**config.mk**
```make
export PLATFORM = sky130hd
export DESIGN_NAME = dlp_lowpower_ctrl
export DESIGN_NICKNAME = d
export VERILOG_FILES = /design/src/dlp_down_cnt.v /design/src/dlp_sync3.v /design/src/dlp_lowpower_ctrl.v
export VERILOG_INCLUDE_DIRS = /design/src
export SDC_FILE = /design/constraint.sdc
export NUM_CORES = 1
export LEC_CHECK = 0
export ABC_AREA = 1
export CAP_MARGIN = 5
export CORE_ASPECT_RATIO = 1.4
export CORE_MARGIN = 5
export CORE_UTILIZATION = 31
export CTS_BUF_LIST = sky130_fd_sc_hd__clkbuf_16
export DETAILED_ROUTE_END_ITERATION = 12
export DONT_BUFFER_PORTS = 1
export SLEW_MARGIN = 5
export SYNTH_ARGS = -nofsm -noshare
export SYNTH_HDL_FRONTEND = slang
export SYNTH_SLANG_ARGS = --single-unit
```
**constraint.sdc**
```tcl
create_clock -name i_sys_clk -period 2.31 [get_ports i_sys_clk]
set_input_delay 0.3465 -clock i_sys_clk [delete_from_list [all_inputs] [get_ports i_sys_clk]]
set_output_delay 0.3465 -clock i_sys_clk [all_outputs]
set_load 0.03 [all_outputs]
```
**src/dlp_defines.vh**
```
// Shared constants for the DDR3 low-power sequencer.
`ifndef DLP_DEFINES_VH
`define DLP_DEFINES_VH
// Command encodings {cs_n, ras_n, cas_n, we_n}.
`define DLP_CMD_NOP 4'h7
`define DLP_CMD_DES 4'hF
`define DLP_CMD_REF 4'h1
`define DLP_CMD_SRE 4'h1
// Default cycle counts at 10 MHz (100 ns clock).
`define DLP_T_CKE 8'h03
`define DLP_T_CKESR 8'h04
`define DLP_T_CPDED 8'h01
`define DLP_T_XP 8'h03
`define DLP_T_XPDLL 8'h18
`define DLP_T_XS 8'h03
`define DLP_T_XSDLL 16'h0200
`define DLP_T_CKSRE 8'h01
`define DLP_T_CKSRX 8'h01
`define DLP_T_RFC 8'h03
`define DLP_T_VREF 16'h0200
`define DLP_PD_MAX 32'h00001E00
`endif

```
**src/dlp_down_cnt.v**
```verilog
// Loadable down-counter with a done flag.
`timescale 1ns/100ps
module dlp_down_cnt #(
   parameter W = 16
) (
   input wire i_sys_clk, // System clock.
   input wire i_nrst, // Asynchronous reset, active low.
   input wire i_load, // Load pulse.
   input wire [W-1:0] i_val, // Count to load.
   output wire o_done // High when the count reached zero.
);
   reg [W-1:0] cnt_q; // Remaining cycles.
   ////////////////////////////////////////////////////////////////////////
   // Count down after a load, hold at zero.
   always @(posedge i_sys_clk or negedge i_nrst) begin
      if (!i_nrst) begin
         cnt_q <= {W{1'b0}};
      end else if (i_load) begin
         cnt_q <= i_val;
      end else if (cnt_q != {W{1'b0}}) begin
         cnt_q <= cnt_q - {{(W-1){1'b0}}, 1'b1};
      end
   end
   assign o_done = (cnt_q == {W{1'b0}});
endmodule

```
**src/dlp_sync3.v**
```verilog
// Three-stage synchroniser that accepts a change once stages two and three agree.
`timescale 1ns/100ps
module dlp_sync3 (
   input wire i_sys_clk, // System clock.
   input wire i_nrst, // Asynchronous reset, active low.
   input wire i_async, // Input from another domain.
   output reg o_sync // Filtered synchronous level.
);
   reg s1_q; // First stage, read only by the second.
   reg s2_q; // Second stage.
   reg s3_q; // Third stage.
   ////////////////////////////////////////////////////////////////////////
   // Shift and accept the level when two and three agree.
   always @(posedge i_sys_clk or negedge i_nrst) begin
      if (!i_nrst) begin
         s1_q <= 1'b0;
         s2_q <= 1'b0;
         s3_q <= 1'b0;
         o_sync <= 1'b0;
      end else begin
         s1_q <= i_async;
         s2_q <= s1_q;
         s3_q <= s2_q;
         if (s2_q == s3_q) begin
            o_sync <= s3_q;
         end
      end
   end
endmodule

```
**src/dlp_lowpower_ctrl.v**
```verilog
// Host-side DDR3 self-refresh and power-down sequencer.
//
// Contract
// - Self-refresh entry: CS RAS CAS CKE low, WE high.
// - Enter self-refresh only when idle, precharged.
// - ODT off before self-refresh entry.
// - Keep CKE low throughout self-refresh.
// - First write 512 cycles after exit if VREF floated.
// - Stay in self-refresh at least tCKESR.
// - Clock stop after tCKSRE, stable tCKSRX before exit.
// - Exit with NOP; wait tXS, then tXSDLL.
// - CKE high through tXSDLL unless refresh then re-entry.
// - Only NOP during tXS; ODT off in tXSDLL.
// - Power-down entry: CKE low with NOP.
// - No CKE drop during MRS, ZQ, read, write.
// - Reset DLL after power-down entered unlocked.
// - Drive NOP during tCPDED after CKE drop.
// - Wait tXP, or tXPDLL after slow exit.
// - Hold each CKE level at least tCKE.
// - Power-down lasts at most nine refresh intervals.
// - Early entry after refresh: NOP until tRFC.
`timescale 1ns/100ps
`include "dlp_defines.vh"
module dlp_lowpower_ctrl #(
   parameter [15:0] T_XSDLL = `DLP_T_XSDLL, // Self-refresh DLL exit wait.
   parameter [15:0] T_VREF = `DLP_T_VREF, // Write block after float.
   parameter [31:0] PD_MAX = `DLP_PD_MAX // Longest power-down in cycles.
) (
   input wire i_sys_clk, // 10 MHz system clock.
   input wire i_nrst, // Asynchronous reset, active low.
   input wire i_sr_req, // Level: request self-refresh.
   input wire i_pd_req, // Level: request power-down.
   input wire i_idle, // Device idle and precharged, tRP met.
   input wire i_busy, // MRS, MPR, ZQ, DLL lock or burst active.
   input wire i_odt_off, // ODT already disabled for entry.
   input wire i_slow_exit, // Power-down will use slow exit.
   input wire i_dll_unlocked, // DLL was not locked at entry.
   input wire i_vref_float, // VREFDQ floated in self-refresh.
   input wire i_ref_recent, // A refresh lies within tRFC.
   input wire i_clk_stable, // Asynchronous: memory clock is stable.
   input wire i_cmd_valid, // User command request.
   input wire [3:0] i_cmd, // User command {cs,ras,cas,we} low-true.
   input wire i_cmd_is_wr, // User command is a write or leveling.
   input wire i_cmd_need_dll, // User command needs a locked DLL.
   output wire o_cmd_ready, // User command accepted this cycle.
   output reg o_cke, // CKE pin.
   output reg o_cs_n, // Chip select, active low.
   output reg o_ras_n, // Row strobe, active low.
   output reg o_cas_n, // Column strobe, active low.
   output reg o_we_n, // Write enable, active low.
   output reg o_odt_en_n, // Low lets the user drive ODT.
   output reg o_clk_stop_ok, // Memory clock may be stopped.
   output reg o_dll_reset_req, // Pulse: issue DLL reset now.
   output reg o_need_refresh, // Refresh required before re-entry.
   output wire o_in_sr, // Device is in self-refresh.
   output wire o_in_pd // Device is in power-down.
);
   ////////////////////////////////////////////////////////////////////////
   // State codes, one-hot.
   localparam [6:0] ST_RUN = 7'h01;
   localparam [6:0] ST_SRE = 7'h02;
   localparam [6:0] ST_SR = 7'h04;
   localparam [6:0] ST_SRX = 7'h08;
   localparam [6:0] ST_PDE = 7'h10;
   localparam [6:0] ST_PD = 7'h20;
   localparam [6:0] ST_PDX = 7'h40;

   reg [6:0] st_q; // Current state.
   reg [6:0] st_d; // Next state.
   reg ld_a; // Load primary timer.
   reg [15:0] val_a; // Primary timer value.
   reg ld_b; // Load DLL timer.
   reg [15:0] val_b; // DLL timer value.
   reg ld_w; // Load write-block timer.
   reg ld_r; // Load refresh-hold timer.
   reg [31:0] pd_cnt_q; // Power-down residency counter.
   reg slow_q; // Last power-down used slow exit.
   reg dllu_q; // DLL was unlocked at power-down entry.
   reg early_q; // Power-down entered soon after refresh.
   wire done_a; // Primary wait elapsed.
   wire done_b; // DLL wait elapsed.
   wire done_w; // Write block elapsed.
   wire done_r; // Refresh hold elapsed.
   wire clk_ok; // Synchronised clock-stable level.

   ////////////////////////////////////////////////////////////////////////
   // Timers and synchroniser.
   dlp_down_cnt #(.W(16)) u_ta (
      .i_sys_clk(i_sys_clk),
      .i_nrst(i_nrst),
      .i_load(ld_a),
      .i_val(val_a),
      .o_done(done_a)
   );
   dlp_down_cnt #(.W(16)) u_tb (
      .i_sys_clk(i_sys_clk),
      .i_nrst(i_nrst),
      .i_load(ld_b),
      .i_val(val_b),
      .o_done(done_b)
   );
   dlp_down_cnt #(.W(16)) u_tw (
      .i_sys_clk(i_sys_clk),
      .i_nrst(i_nrst),
      .i_load(ld_w),
      .i_val(T_VREF),
      .o_done(done_w)
   );
   dlp_down_cnt #(.W(16)) u_tr (
      .i_sys_clk(i_sys_clk),
      .i_nrst(i_nrst),
      .i_load(ld_r),
      .i_val({8'h00, `DLP_T_RFC}),
      .o_done(done_r)
   );
   dlp_sync3 u_clk_sync (
      .i_sys_clk(i_sys_clk),
      .i_nrst(i_nrst),
      .i_async(i_clk_stable),
      .o_sync(clk_ok)
   );

   assign o_in_sr = (st_q == ST_SR);
   assign o_in_pd = (st_q == ST_PD);

   // User commands pass only in normal run when every gate is open.
   assign o_cmd_ready = (st_q == ST_RUN) && i_cmd_valid && done_a &&
      done_r && (!i_cmd_need_dll || done_b) &&
      (!i_cmd_is_wr || done_w) &&
      !(i_sr_req || i_pd_req);

   ////////////////////////////////////////////////////////////////////////
   // Next-state and timer-load logic.
   always @* begin
      st_d = st_q;
      ld_a = 1'b0;
      val_a = 16'h0000;
      ld_b = 1'b0;
      val_b = 16'h0000;
      ld_w = 1'b0;
      ld_r = 1'b0;
      case (st_q)
         ST_RUN: begin
            // Self-refresh entry waits for idleness, power-down for !i_busy; both wait for exit windows; power-down does not wait for the tRFC hold.
            if (done_a && done_b && done_r && i_sr_req && i_idle &&
               i_odt_off && !o_need_refresh) begin
               st_d = ST_SRE;
               ld_a = 1'b1;
               val_a = {8'h00, `DLP_T_CKSRE};
            end else if (done_a && done_b && i_pd_req && !i_busy &&
               !i_sr_req) begin
               st_d = ST_PDE;
               ld_a = 1'b1;
               val_a = {8'h00, `DLP_T_CPDED};
            end
         end
         ST_SRE: begin
            // Self-refresh entry issued; wait before the clock may stop.
            if (done_a) begin
               st_d = ST_SR;
               ld_a = 1'b1;
               val_a = {8'h00, `DLP_T_CKESR};
            end
         end
         ST_SR: begin
            // Exit only after tCKESR with a clock stable for tCKSRX.
            if (!i_sr_req && done_a && clk_ok) begin
               st_d = ST_SRX;
               ld_a = 1'b1;
               val_a = {8'h00, `DLP_T_XS};
               ld_b = 1'b1;
               val_b = T_XSDLL;
               ld_w = i_vref_float;
            end
         end
         ST_SRX: begin
            // Only NOP during tXS.
            if (done_a) begin
               st_d = ST_RUN;
            end
         end
         ST_PDE: begin
            // NOP through tCPDED, then hold CKE low at least tCKE.
            if (done_a) begin
               st_d = ST_PD;
               ld_a = 1'b1;
               val_a = {8'h00, `DLP_T_CKE};
            end
         end
         ST_PD: begin
            // Leave on request or at the residency limit.
            if (done_a && (!i_pd_req || pd_cnt_q >= PD_MAX)) begin
               st_d = ST_PDX;
               ld_a = 1'b1;
               val_a = {8'h00, `DLP_T_CKE};
            end
         end
         ST_PDX: begin
            // CKE high held tCKE, then tXP and perhaps tXPDLL.
            if (done_a) begin
               st_d = ST_RUN;
               ld_a = 1'b1;
               val_a = {8'h00, `DLP_T_XP};
               ld_b = slow_q;
               val_b = {8'h00, `DLP_T_XPDLL};
               ld_r = early_q;
            end
         end
         default: begin
            st_d = ST_RUN;
         end
      endcase
   end

   ////////////////////////////////////////////////////////////////////////
   // State and bookkeeping registers.
   always @(posedge i_sys_clk or negedge i_nrst) begin
      if (!i_nrst) begin
         st_q <= ST_RUN;
         pd_cnt_q <= 32'h00000000;
         slow_q <= 1'b0;
         dllu_q <= 1'b0;
         early_q <= 1'b0;
         o_need_refresh <= 1'b0;
         o_dll_reset_req <= 1'b0;
      end else begin
         st_q <= st_d;
         o_dll_reset_req <= 1'b0;
         if (st_q == ST_PD) begin
            pd_cnt_q <= pd_cnt_q + 32'h00000001;
         end else begin
            pd_cnt_q <= 32'h00000000;
         end
         if (st_q == ST_RUN && st_d == ST_PDE) begin
            slow_q <= i_slow_exit;
            dllu_q <= i_dll_unlocked;
            early_q <= i_ref_recent;
         end
         if (st_q == ST_PDX && st_d == ST_RUN) begin
            o_dll_reset_req <= dllu_q;
         end
         // Set on exit wins over a refresh in the same cycle.
         if (st_q == ST_SRX && st_d == ST_RUN) begin
            o_need_refresh <= 1'b1;
         end else if (o_cmd_ready && i_cmd == `DLP_CMD_REF) begin
            o_need_refresh <= 1'b0;
         end
      end
   end

   ////////////////////////////////////////////////////////////////////////
   // Pin drivers, registered from the next state.
   always @(posedge i_sys_clk or negedge i_nrst) begin
      if (!i_nrst) begin
         o_cke <= 1'b0;
         {o_cs_n, o_ras_n, o_cas_n, o_we_n} <= `DLP_CMD_DES;
         o_odt_en_n <= 1'b1;
         o_clk_stop_ok <= 1'b0;
      end else begin
         o_cke <= 1'b1;
         {o_cs_n, o_ras_n, o_cas_n, o_we_n} <= `DLP_CMD_NOP;
         o_odt_en_n <= !(st_d == ST_RUN && done_b);
         o_clk_stop_ok <= (st_d == ST_SR);
         case (st_d)
            ST_RUN: begin
               if (o_cmd_ready) begin
                  {o_cs_n, o_ras_n, o_cas_n, o_we_n} <= i_cmd;
               end
            end
            ST_SRE: begin
               if (st_q == ST_RUN) begin
                  o_cke <= 1'b0;
                  {o_cs_n, o_ras_n, o_cas_n, o_we_n} <= `DLP_CMD_SRE;
               end else begin
                  o_cke <= 1'b0;
               end
            end
            ST_SR: begin
               o_cke <= 1'b0;
            end
            ST_PDE: begin
               o_cke <= 1'b0;
            end
            ST_PD: begin
               o_cke <= 1'b0;
            end
            default: begin
               o_cke <= 1'b1;
            end
         endcase
      end
   end
endmodule

```
# Word-level counts from Yosys, hierarchy flattened
# Cells that the tools add are included.
dict set report op_classes {
  n_reduce_logical 52
  addsub 5
  n_eq_ne 14
  n_mux 52
  order_cmp 1
}
# operator n
set op_table {}
lappend op_table {{$mux W16} 8}
lappend op_table {{$logic_not A16 Y1} 4}
lappend op_table {{$reduce_bool A16 Y1} 4}
lappend op_table {{$sub A16 B1 Y16 const B} 4}
lappend op_table {{$mux W7} 7}
lappend op_table {{$pmux W7 S6} 1}
lappend op_table {{$add A32 B1 Y32 const B} 1}
lappend op_table {{$ge A32 B13 Y1 const B} 1}
lappend op_table {{$mux W32} 1}
lappend op_table {{$logic_and A1 B1 Y1} 23}
lappend op_table {{$mux W1} 23}
lappend op_table {{$pmux W10 S2} 1}
lappend op_table {{$pmux W3 S5} 1}
lappend op_table {{$eq A7 B1 Y1 const B} 2}
lappend op_table {{$eq A7 B2 Y1 const B} 2}
lappend op_table {{$eq A7 B3 Y1 const B} 2}
lappend op_table {{$eq A7 B5 Y1 const B} 2}
lappend op_table {{$eq A7 B6 Y1 const B} 2}
lappend op_table {{$mux W10} 1}
lappend op_table {{$reduce_bool A2 Y1} 5}
lappend op_table {{$logic_not A1 Y1} 8}
lappend op_table {{$eq A7 B4 Y1 const B} 1}
lappend op_table {{$eq A7 B7 Y1 const B} 1}
lappend op_table {{$mux W2} 3}
lappend op_table {{other kinds (10)} 16}
dict set report totals {
  output_inout_bits 12
  word_cells 146
  in_bits 19
  register_bits 119
}

# Longest topological paths before layout
# Gate-level depths: netlist of run 1.
dict set report logic_depth {
  word_depth 12
  ltp_mapped 14
  ltp_nobuf 13
}

# Modules after synthesis
# From an unflattened synthesis of run 1, not the netlist that was laid out.
dict set report hier_totals {
  cells_unflattened 1064
  hier_area_um2 7766.2
}
# module area_per_inst_um2 n_inst cells_per_inst
set by_module_without_submodules {}
lappend by_module_without_submodules {{dlp_down_cnt at u_ta ...} 1184.9 3 167}
lappend by_module_without_submodules {dlp_lowpower_ctrl 2976.6 1 387}
lappend by_module_without_submodules {{dlp_down_cnt at u_tb} 1118.6 1 168}
lappend by_module_without_submodules {dlp_sync3 116.4 1 8}

# Least setup slack after synthesis of run 1
# OpenSTA, ideal clock, no wires.
dict set report synth_timing {
  path_kind {register -> register}
  start {register u_ta.cnt_q[0]}
  end {register o_need_refresh}
  required_time_ns 2.190
  stages_incl_launch_ff 12
  slack_ns 0.464
  n_path_buf 0
  period_less_slack_ns 1.846
  arrival_time_ns 1.726
  path_cell_list {dfrtp_1 > inv_1 > ha_1 > nand2_1 > nor2_2 > nand3_1 > nor2_4 > nand4_1 > inv_2 > nand2_1 > o21ai_1 > nand2_1}
}
dict set report synth_between {
  elab_cells_between_ends 31
}
# item line
set synth_rtl {}
lappend synth_rtl {{from (decl)} dlp_down_cnt.v:12} ;# reg [W-1:0] cnt_q;
lappend synth_rtl {{from (signal assigned)} dlp_down_cnt.v:17} ;# cnt_q <= {W{1'b0}};
lappend synth_rtl {{from (signal assigned)} dlp_down_cnt.v:19} ;# cnt_q <= i_val;
lappend synth_rtl {{from (signal assigned)} dlp_down_cnt.v:21} ;# cnt_q <= cnt_q - {{(W-1){1'b0}}, 1'b1};
lappend synth_rtl {{$logic_not A16 Y1} dlp_down_cnt.v:24} ;# assign o_done = (cnt_q == {W{1'b0}});
lappend synth_rtl {{$logic_and A1 B1 Y1 (2 in series)} dlp_lowpower_ctrl.v:127} ;# assign o_cmd_ready = (st_q == ST_RUN) && i_cmd_valid && done_a &&
lappend synth_rtl {{$logic_and A1 B1 Y1 (2 in series)} dlp_lowpower_ctrl.v:128} ;# done_r && (!i_cmd_need_dll || done_b) &&
lappend synth_rtl {{$logic_and A1 B1 Y1} dlp_lowpower_ctrl.v:129} ;# (!i_cmd_is_wr || done_w) &&
lappend synth_rtl {{net o_cmd_ready} dlp_lowpower_ctrl.v:45} ;# output wire o_cmd_ready,
lappend synth_rtl {{$logic_and A1 B1 Y1 (no line)} --}
lappend synth_rtl {{$reduce_bool A2 Y1 (no line)} --}
lappend synth_rtl {{to (signal assigned)} dlp_lowpower_ctrl.v:224} ;# o_need_refresh <= 1'b0;
lappend synth_rtl {{to (signal assigned)} dlp_lowpower_ctrl.v:244} ;# o_need_refresh <= 1'b1;
lappend synth_rtl {{to (signal assigned)} dlp_lowpower_ctrl.v:246} ;# o_need_refresh <= 1'b0;
lappend synth_rtl {{to (decl)} dlp_lowpower_ctrl.v:54} ;# output reg o_need_refresh,
# The timed path passes the listed nets, and every way through them passes these cells.
# A chain may end at the register's enable or synchronous reset.

# Worst setup path after layout of run 1
dict set report layout_timing {
  start {register u_tw.cnt_q[0]}
  end {output o_cmd_ready}
}
dict set report layout_between {
  elab_chain_len 4
}
# item line
set layout_lines {}
lappend layout_lines {{from (decl)} dlp_down_cnt.v:12}
lappend layout_lines {{from (signal assigned)} dlp_down_cnt.v:17}
lappend layout_lines {{from (signal assigned)} dlp_down_cnt.v:19}
lappend layout_lines {{from (signal assigned)} dlp_down_cnt.v:21}
lappend layout_lines {{$logic_not A16 Y1} dlp_down_cnt.v:24}
lappend layout_lines {{$logic_or A1 B1 Y1} dlp_lowpower_ctrl.v:129}
lappend layout_lines {{$logic_and A1 B1 Y1} dlp_lowpower_ctrl.v:128}
lappend layout_lines {{$logic_and A1 B1 Y1} dlp_lowpower_ctrl.v:129}
lappend layout_lines {{to (decl)} dlp_lowpower_ctrl.v:45}
# Every way passes these cells.

==> flow_summary.ini, run 1 <==
[outcome]
status = complete, but fails checks
violations = negative hold slack

[setup_path]
path_class = reg2out
path_max_fanout = 3
worstSetupEndpoint = o_cmd_ready
reg2reg_slack_ns = 0.22
reg2reg_to = u_tb.cnt_q[7]
arrival_ns = 1.86
r2r-start = u_ta.cnt_q[0]
startpoint_type = register
critPathRequiredTime_ns = 1.96
critical_path.startpoint = u_tw.cnt_q[0]
worstRegToRegCells = 13
crit_path_end_kind = output pin

[synthesis]
synth_edf_count = 0
synthCells = 859
yosysTopAreaCell = dfrtp_1
synth_top_cells_by_count = 146 x nand2_1, 137 x inv_1, 123 x nor2_1, 113 x dfrtp_1, 62 x nand3_1
synth_area_sq_um = 6700
synthFlopType = dfrtp_1
netlist_top_cells_area = dfrtp_1 42%, nand2_1 8.2%, inv_1 7.7%
synth_cell_types = 43
ys_ff_latch = 119
yosys_warnings = 0
synth_top_area_share_pct = 42.2
ys_seq_area_share_pct = 44.5
syn_nets = 886
syn_area_per_cell_sq_um = 7.80
yosysMostFrequentCell = nand2_1
synthArstFlopShare_pct = 100

[drt]
postRouteAntennaNets = 0
drc_errors = 0
routed_via_density = 4.74
drt_wl_total_mm = 16.0
drt_first_pass_iters = 4
drt_iter0_drc = 317
routed-via-count = 5580
wire_per_inst_um = 13.6

[placed_design]
hpwlAfterDp_mm = 11.4
dp.cells = 1125
gp_congestion = 0.857
io_buffer_count = 0

[grt]
met3_usage_pct = 3.56
grt_usage_pct = 13.5
antenna_found_initial = 0
grt_pass1_vias = 5809
grt_max_degree = 120
gr-total-overflow = 0
grt_use_met1_pct = 14.6
grt_pass1_wl_mm = 26.9
met2_usage_pct = 24.5
grt_busiest_layer = met2

[clock_tree]
numCtsBuffers = 17
cts_hold_buf = 1
clock_latency_ns = 0.43
cts.sinks = 119
clkTransAtPathRegs_ns = 0.06
cts_tree = done
htree_levels = 4
clk_path_buf_depth = 2
cts_root_buf = clkbuf_16

[power]
ir_worst_vdd_mv = 0.453
seqPwrFrac_pct = 42.4
leakagePower_nw = 3.90
pwr-share-clk_pct = 57.1
power_density_nw_per_um2 = 620
netSwitchingFraction_pct = 20.9
p_comb_share_pct = 0.6
p_switching_w = 0.00103
power.internal_w = 0.00391

[layout]
area_delta_synth_final_pct = 19.1
n_antenna_cell = 0
drive_above_1_share_pct = 17.2
final_nets = 930
instances_no_fill = 1176

[die]
core_sq_um = 21300
die_area_sq_um = 24700
start_util_pct = 31.5
num_rows = 63
die_x_um = 134
die-height_um = 184
io_pins = 31

[timing]
hold_viol = 119
hold_slack_ns = -0.381
setup_viol = 0
tns_ns = 0
tightest_slew_ns = 0.623
fmax_mhz = 453
skew_ns = 0.0105
slew_violations = 0
timing.final.crit_share_pct = 95.5
slew_headroom_pct = 58.5
final.min_clock_period_ns = 2.21

[run]
maxCapViolations = 0

[hold_path]
worstHoldPathType = in2async
==> registers in the layout, indices dropped and copies added, names as in the netlist, 7 cells and up <==
signal / count
u_tb.cnt_q: 16
st_q: 7
u_ta.cnt_q: 16
pd_cnt_q: 32
u_tw.cnt_q: 16
u_tr.cnt_q: 16
==> logic make-up after synthesis <==
group           share of synthesized area [%]
buf+inv                                  9.06
xor+xnor                                 5.10
flops                                    44.5
fa+ha+maj                                1.64
simple gates                             32.4
compound gates                           7.28
==> layout by cell type, fill, tap and decap left out, drive strengths merged <==
cell         count
a211oi           3
a21boi           1
a21oi           32
a22oi            1
a311oi           1
a31o             1
a31oi            6
buf             30
bufinv           4
clkbuf          17
clkinv           3
clkinvlp         3
dfrtp          113
dfstp            6
dlygate4sd3      1
ha               8
inv            154
maj3             1
nand2          156
nand3           69
nand3b           7
nand4           19
nor2           138
nor3            47
nor4            12
o211a            1
o211ai           2
o21a             2
o21ai           30
o31ai            6
or2              3
xnor2           11
xor2            28
==> per-layer routing <==
| metal | vias up | share of wire (%) |
|---|---|---|
| li1 | 2859 | - |
| met1 | 2624 | 42 |
| met2 | 69 | 52 |
| met3 | 28 | 3.4 |
| met4 | 0 | 2.6 |
| met5 | - | 0 |
==> cell type report <==
type / instances / area [sq um]
clock inverters: 15 / 199
well taps: 260 / 325
fillers: 2205 / 13300
multi-input cells: 585 / 3250
clock buffers: 17 / 425
repair buffers: 31 / 235
inverters: 149 / 559
flip-flops and latches: 119 / 2990
==> critical path, cell delays in order, from the launching register on <==
cell	delay [ns]
dfrtp_1	0.39
inv_2	0.09
ha_4	0.15
nand2_2	0.06
nor3_2	0.17
nand3_2	0.12
nand2_4	0.10
nand4_1	0.16
inv_2	0.19
==> what timing repair did <==
item / 4_1_cts / 5_1_grt
gates resized for setup: 20 / 23
pin swaps: 9 / 11
hold endpoints to repair: 120 / 119
endpoints found under the setup margin: 1 / 13
setup buffers: 7 / 11
==> power by group through the flow <==
| stage | clock network, W | logic (W) | registers [W] |
|---|---|---|---|
| 2_1_floorplan | 0 | 0.0000179 | 0.00213 |
| 3_3_place_gp | 0 | 0.0000249 | 0.00213 |
| 3_5_place_dp | 0 | 0.0000254 | 0.00213 |
| 4_1_cts | 0.00290 | 0.0000274 | 0.00210 |
| 5_1_grt | 0.00298 | 0.0000310 | 0.00209 |
| 6_report | 0.00282 | 0.0000279 | 0.00210 |
==> stage by stage <==
step	power (W)	area, sq um	setup slack [ns]	util (%)
floorplan	0.00215	6700	0.464	-
global placement	0.00216	7080	0.244	33.3
detailed placement	0.00216	7080	0.124	33.3
CTS	0.00502	7820	0.00224	36.8
global route	0.00510	7980	-0.0239	37.5
finish	0.00495	7980	0.104	37.5
==> worst min-delay path by stage <==
stage	startpoint	end	slack, ns	depth (start not counted)
5_1_grt	i_nrst	pd_cnt_q[6]	-0.40	0
6_report	i_nrst	pd_cnt_q[16]	-0.38	0
3_5_place_dp	i_nrst	pd_cnt_q[3]	0.06	0
3_3_place_gp	i_nrst	pd_cnt_q[3]	0.06	0
2_1_floorplan	i_nrst	dllu_q	0.05	0
4_1_cts	i_nrst	pd_cnt_q[14]	-0.40	0
Note: power is estimated with default switching activity, not from simulation.
==> run 2: changes to the inputs <==
- clock period: 2.31 -> 1.9 ns (I/O delays scaled with it)
==> run 2 against run 1 <==
  * The flow finishes with violations (negative hold slack, negative setup slack)
  * Sequential share of layout area fell by 4.6 points
  * Cell count grew 8.0%
  * Power grew 17%
  * First-iteration DRC count is 0.63% higher
  * Worst setup slack worse by 0.37 ns
  * Global-route usage grew 0.53 points
  * Via count is 9.9% higher
  * Die area did not move
  * Utilization is 5.3 points higher
  * Non-clock buffer count grew 93
==> flow_summary.ini, run 2 (synthesis gave the netlist of run 1 again) <==
[setup_path]
slowest_delay_ns = 0.37
cp_cell_sequence = inv_2 > nand2_1 > nor2_4 > nand3_2 > nor3_2 > nand4_1 > inv_2 > buf_12
crit_top_cell = inv_2
crit_slowest_cell = dfrtp_1
crit_path_end_kind = output pin
critPathRequiredTime_ns = 1.62
path_class = reg2out
path_max_fanout = 4
arrival_ns = 1.88
startpoint_type = register

[timing]
skew_ns = 0.00862
fmax_mhz = 461
rsz0062_at_grt = yes
hold_slack_ns = -0.437
final.min_clock_period_ns = 2.17
tns_ns = -0.734
worst_slack_ns = -0.269
setup_viol = 14
timing.final.crit_share_pct = 114
tightest_slew_ns = 0.397
hold_viol = 119
slew_violations = 0
slew_headroom_pct = 73.4

[die]
start_util_pct = 31.5
die-height_um = 184
io_pins = 31
die_x_um = 134
num_rows = 63
core_sq_um = 21300
die_area_sq_um = 24700

[grt]
grt_pass1_wl_mm = 27.9
grt_use_met1_pct = 14.9
met2_usage_pct = 25.6
met3_usage_pct = 3.75
gr-total-overflow = 0
grt_usage_pct = 14.1
grt_max_degree = 120
antenna_found_initial = 0
grt_pass1_vias = 6033
grt_busiest_layer = met2

[power]
ir_worst_vdd_mv = 0.546
leakagePower_nw = 4.46
power_density_nw_per_um2 = 637

[clock_tree]
clock_latency_ns = 0.43
cts_tree = done
htree_levels = 4
cts.sinks = 119
clk_path_buf_depth = 2
cts_hold_buf = 7
numCtsBuffers = 17
cts_root_buf = clkbuf_16
clkTransAtPathRegs_ns = 0.06

[drt]
postRouteAntennaNets = 0
drt_first_pass_iters = 4
routed-via-count = 6133
drt_wl_total_mm = 17.9
drc_errors = 0
drt_iter0_drc = 319
wire_per_inst_um = 14.1
routed_via_density = 4.83

[layout]
regMostFlops = pd_cnt_q
drive_above_1_share_pct = 31.1
most-common-layout-cells = 135 x nand2_1, 120 x inv_1, 111 x dfrtp_1
area_delta_synth_final_pct = 35.8
fin_util_pct = 42.8
regArea_sq_um = 2990
nFillCells = 2063
final_common_cell = nand2_1
multi_input_area_sq_um = 3600
final_nets = 1024
n_antenna_cell = 0
largest_register_ffs = 32

[run]
maxCapViolations = 0

[placed_design]
hpwlAfterDp_mm = 11.9
io_buffer_count = 0
gp_congestion = 0.878

[outcome]
status = complete, but fails checks
violations = negative hold slack, negative setup slack

[hold_path]
worstHoldPathType = in2async
run 2: changes by cell type in the layout (fill, tap and decap cells not counted), moves of 6 or more:
cell	previous run	this run
nor3_2	5	13
inv_1	131	120
dlygate4sd3_1	1	7
nand3_1	58	39
nor3_1	39	29
nor2_2	17	27
nor2_1	110	94
nor2_4	10	16
buf_4	30	92
nand3_2	10	24
inv_2	18	25
buf_6	0	20
nand2_1	141	135
run 2: what timing repair did:
action,in CTS,in global routing
hold endpoints to repair,126,119
setup buffers,22,38
resized for setup,26,139
pin swaps,14,40
cloned,2,2
endpoints found under the setup margin,30,81
run 2: metal layers:
metal | up-vias | share of wire (%)
li1 | 3053 | -
met1 | 2919 | 39
met2 | 114 | 53
met3 | 47 | 3.7
met4 | 0 | 3.9
met5 | - | 0
run 2: per-stage QoR:
step / instances / power (W) / cell area (sq um) / hold WS (ns) / worst slack [ns]
floorplan: 859 / 0.00261 / 6700 / -0.0106 / 0.0539
global placement: 1171 / 0.00263 / 7440 / -0.00339 / 0.0195
detailed placement: 1171 / 0.00263 / 7440 / -0.00326 / -0.0488
CTS: 1234 / 0.00585 / 8350 / -0.462 / -0.337
global route: 1270 / 0.00599 / 9100 / -0.466 / -0.393
finish: 1270 / 0.00580 / 9100 / -0.437 / -0.269
run 2: critical path, delay by kind of cell (launching register included):
kind	cells	cell delay, ns
flip-flops	1	0.37
AND/OR/NAND/NOR	5	0.72
buffers and inverters	3	0.34
run 2: area by class of cell:
type                            count  area share, %
Clock buffer                       17           4.67
Multi-Input combinational cell    585           39.5
Tap cell                          260           3.57
Timing Repair Buffer              124           11.4
Sequential cell                   119           32.8
Inverter                          149           6.28
Timing Repair inverter              1         0.0687
Clock inverter                     15           1.66
run 2: report_power, final:
part	total (W)	switching [W]	internal, W
clock network	0.00319	0.00125	0.00193
logic	0.0000638	0.0000295	0.0000342
registers	0.00255	0.00000504	0.00254
run 2: worst paths after layout:
check	to	cells past startpoint	from	slack [ns]
min in group i_sys_clk	o_need_refresh	3	i_cmd[0]	0.07
worst max-delay path	o_cmd_ready	8	st_q[5]	-0.27
worst min register to register	u_clk_sync.s2_q	0	u_clk_sync.s1_q	0.36
worst min-delay path	pd_cnt_q[2]	0	i_nrst	-0.44
worst max register to register	u_ta.cnt_q[1]	12	st_q[3]	-0.14
max in group asynchronous	o_odt_en_n	0	i_nrst	2.04
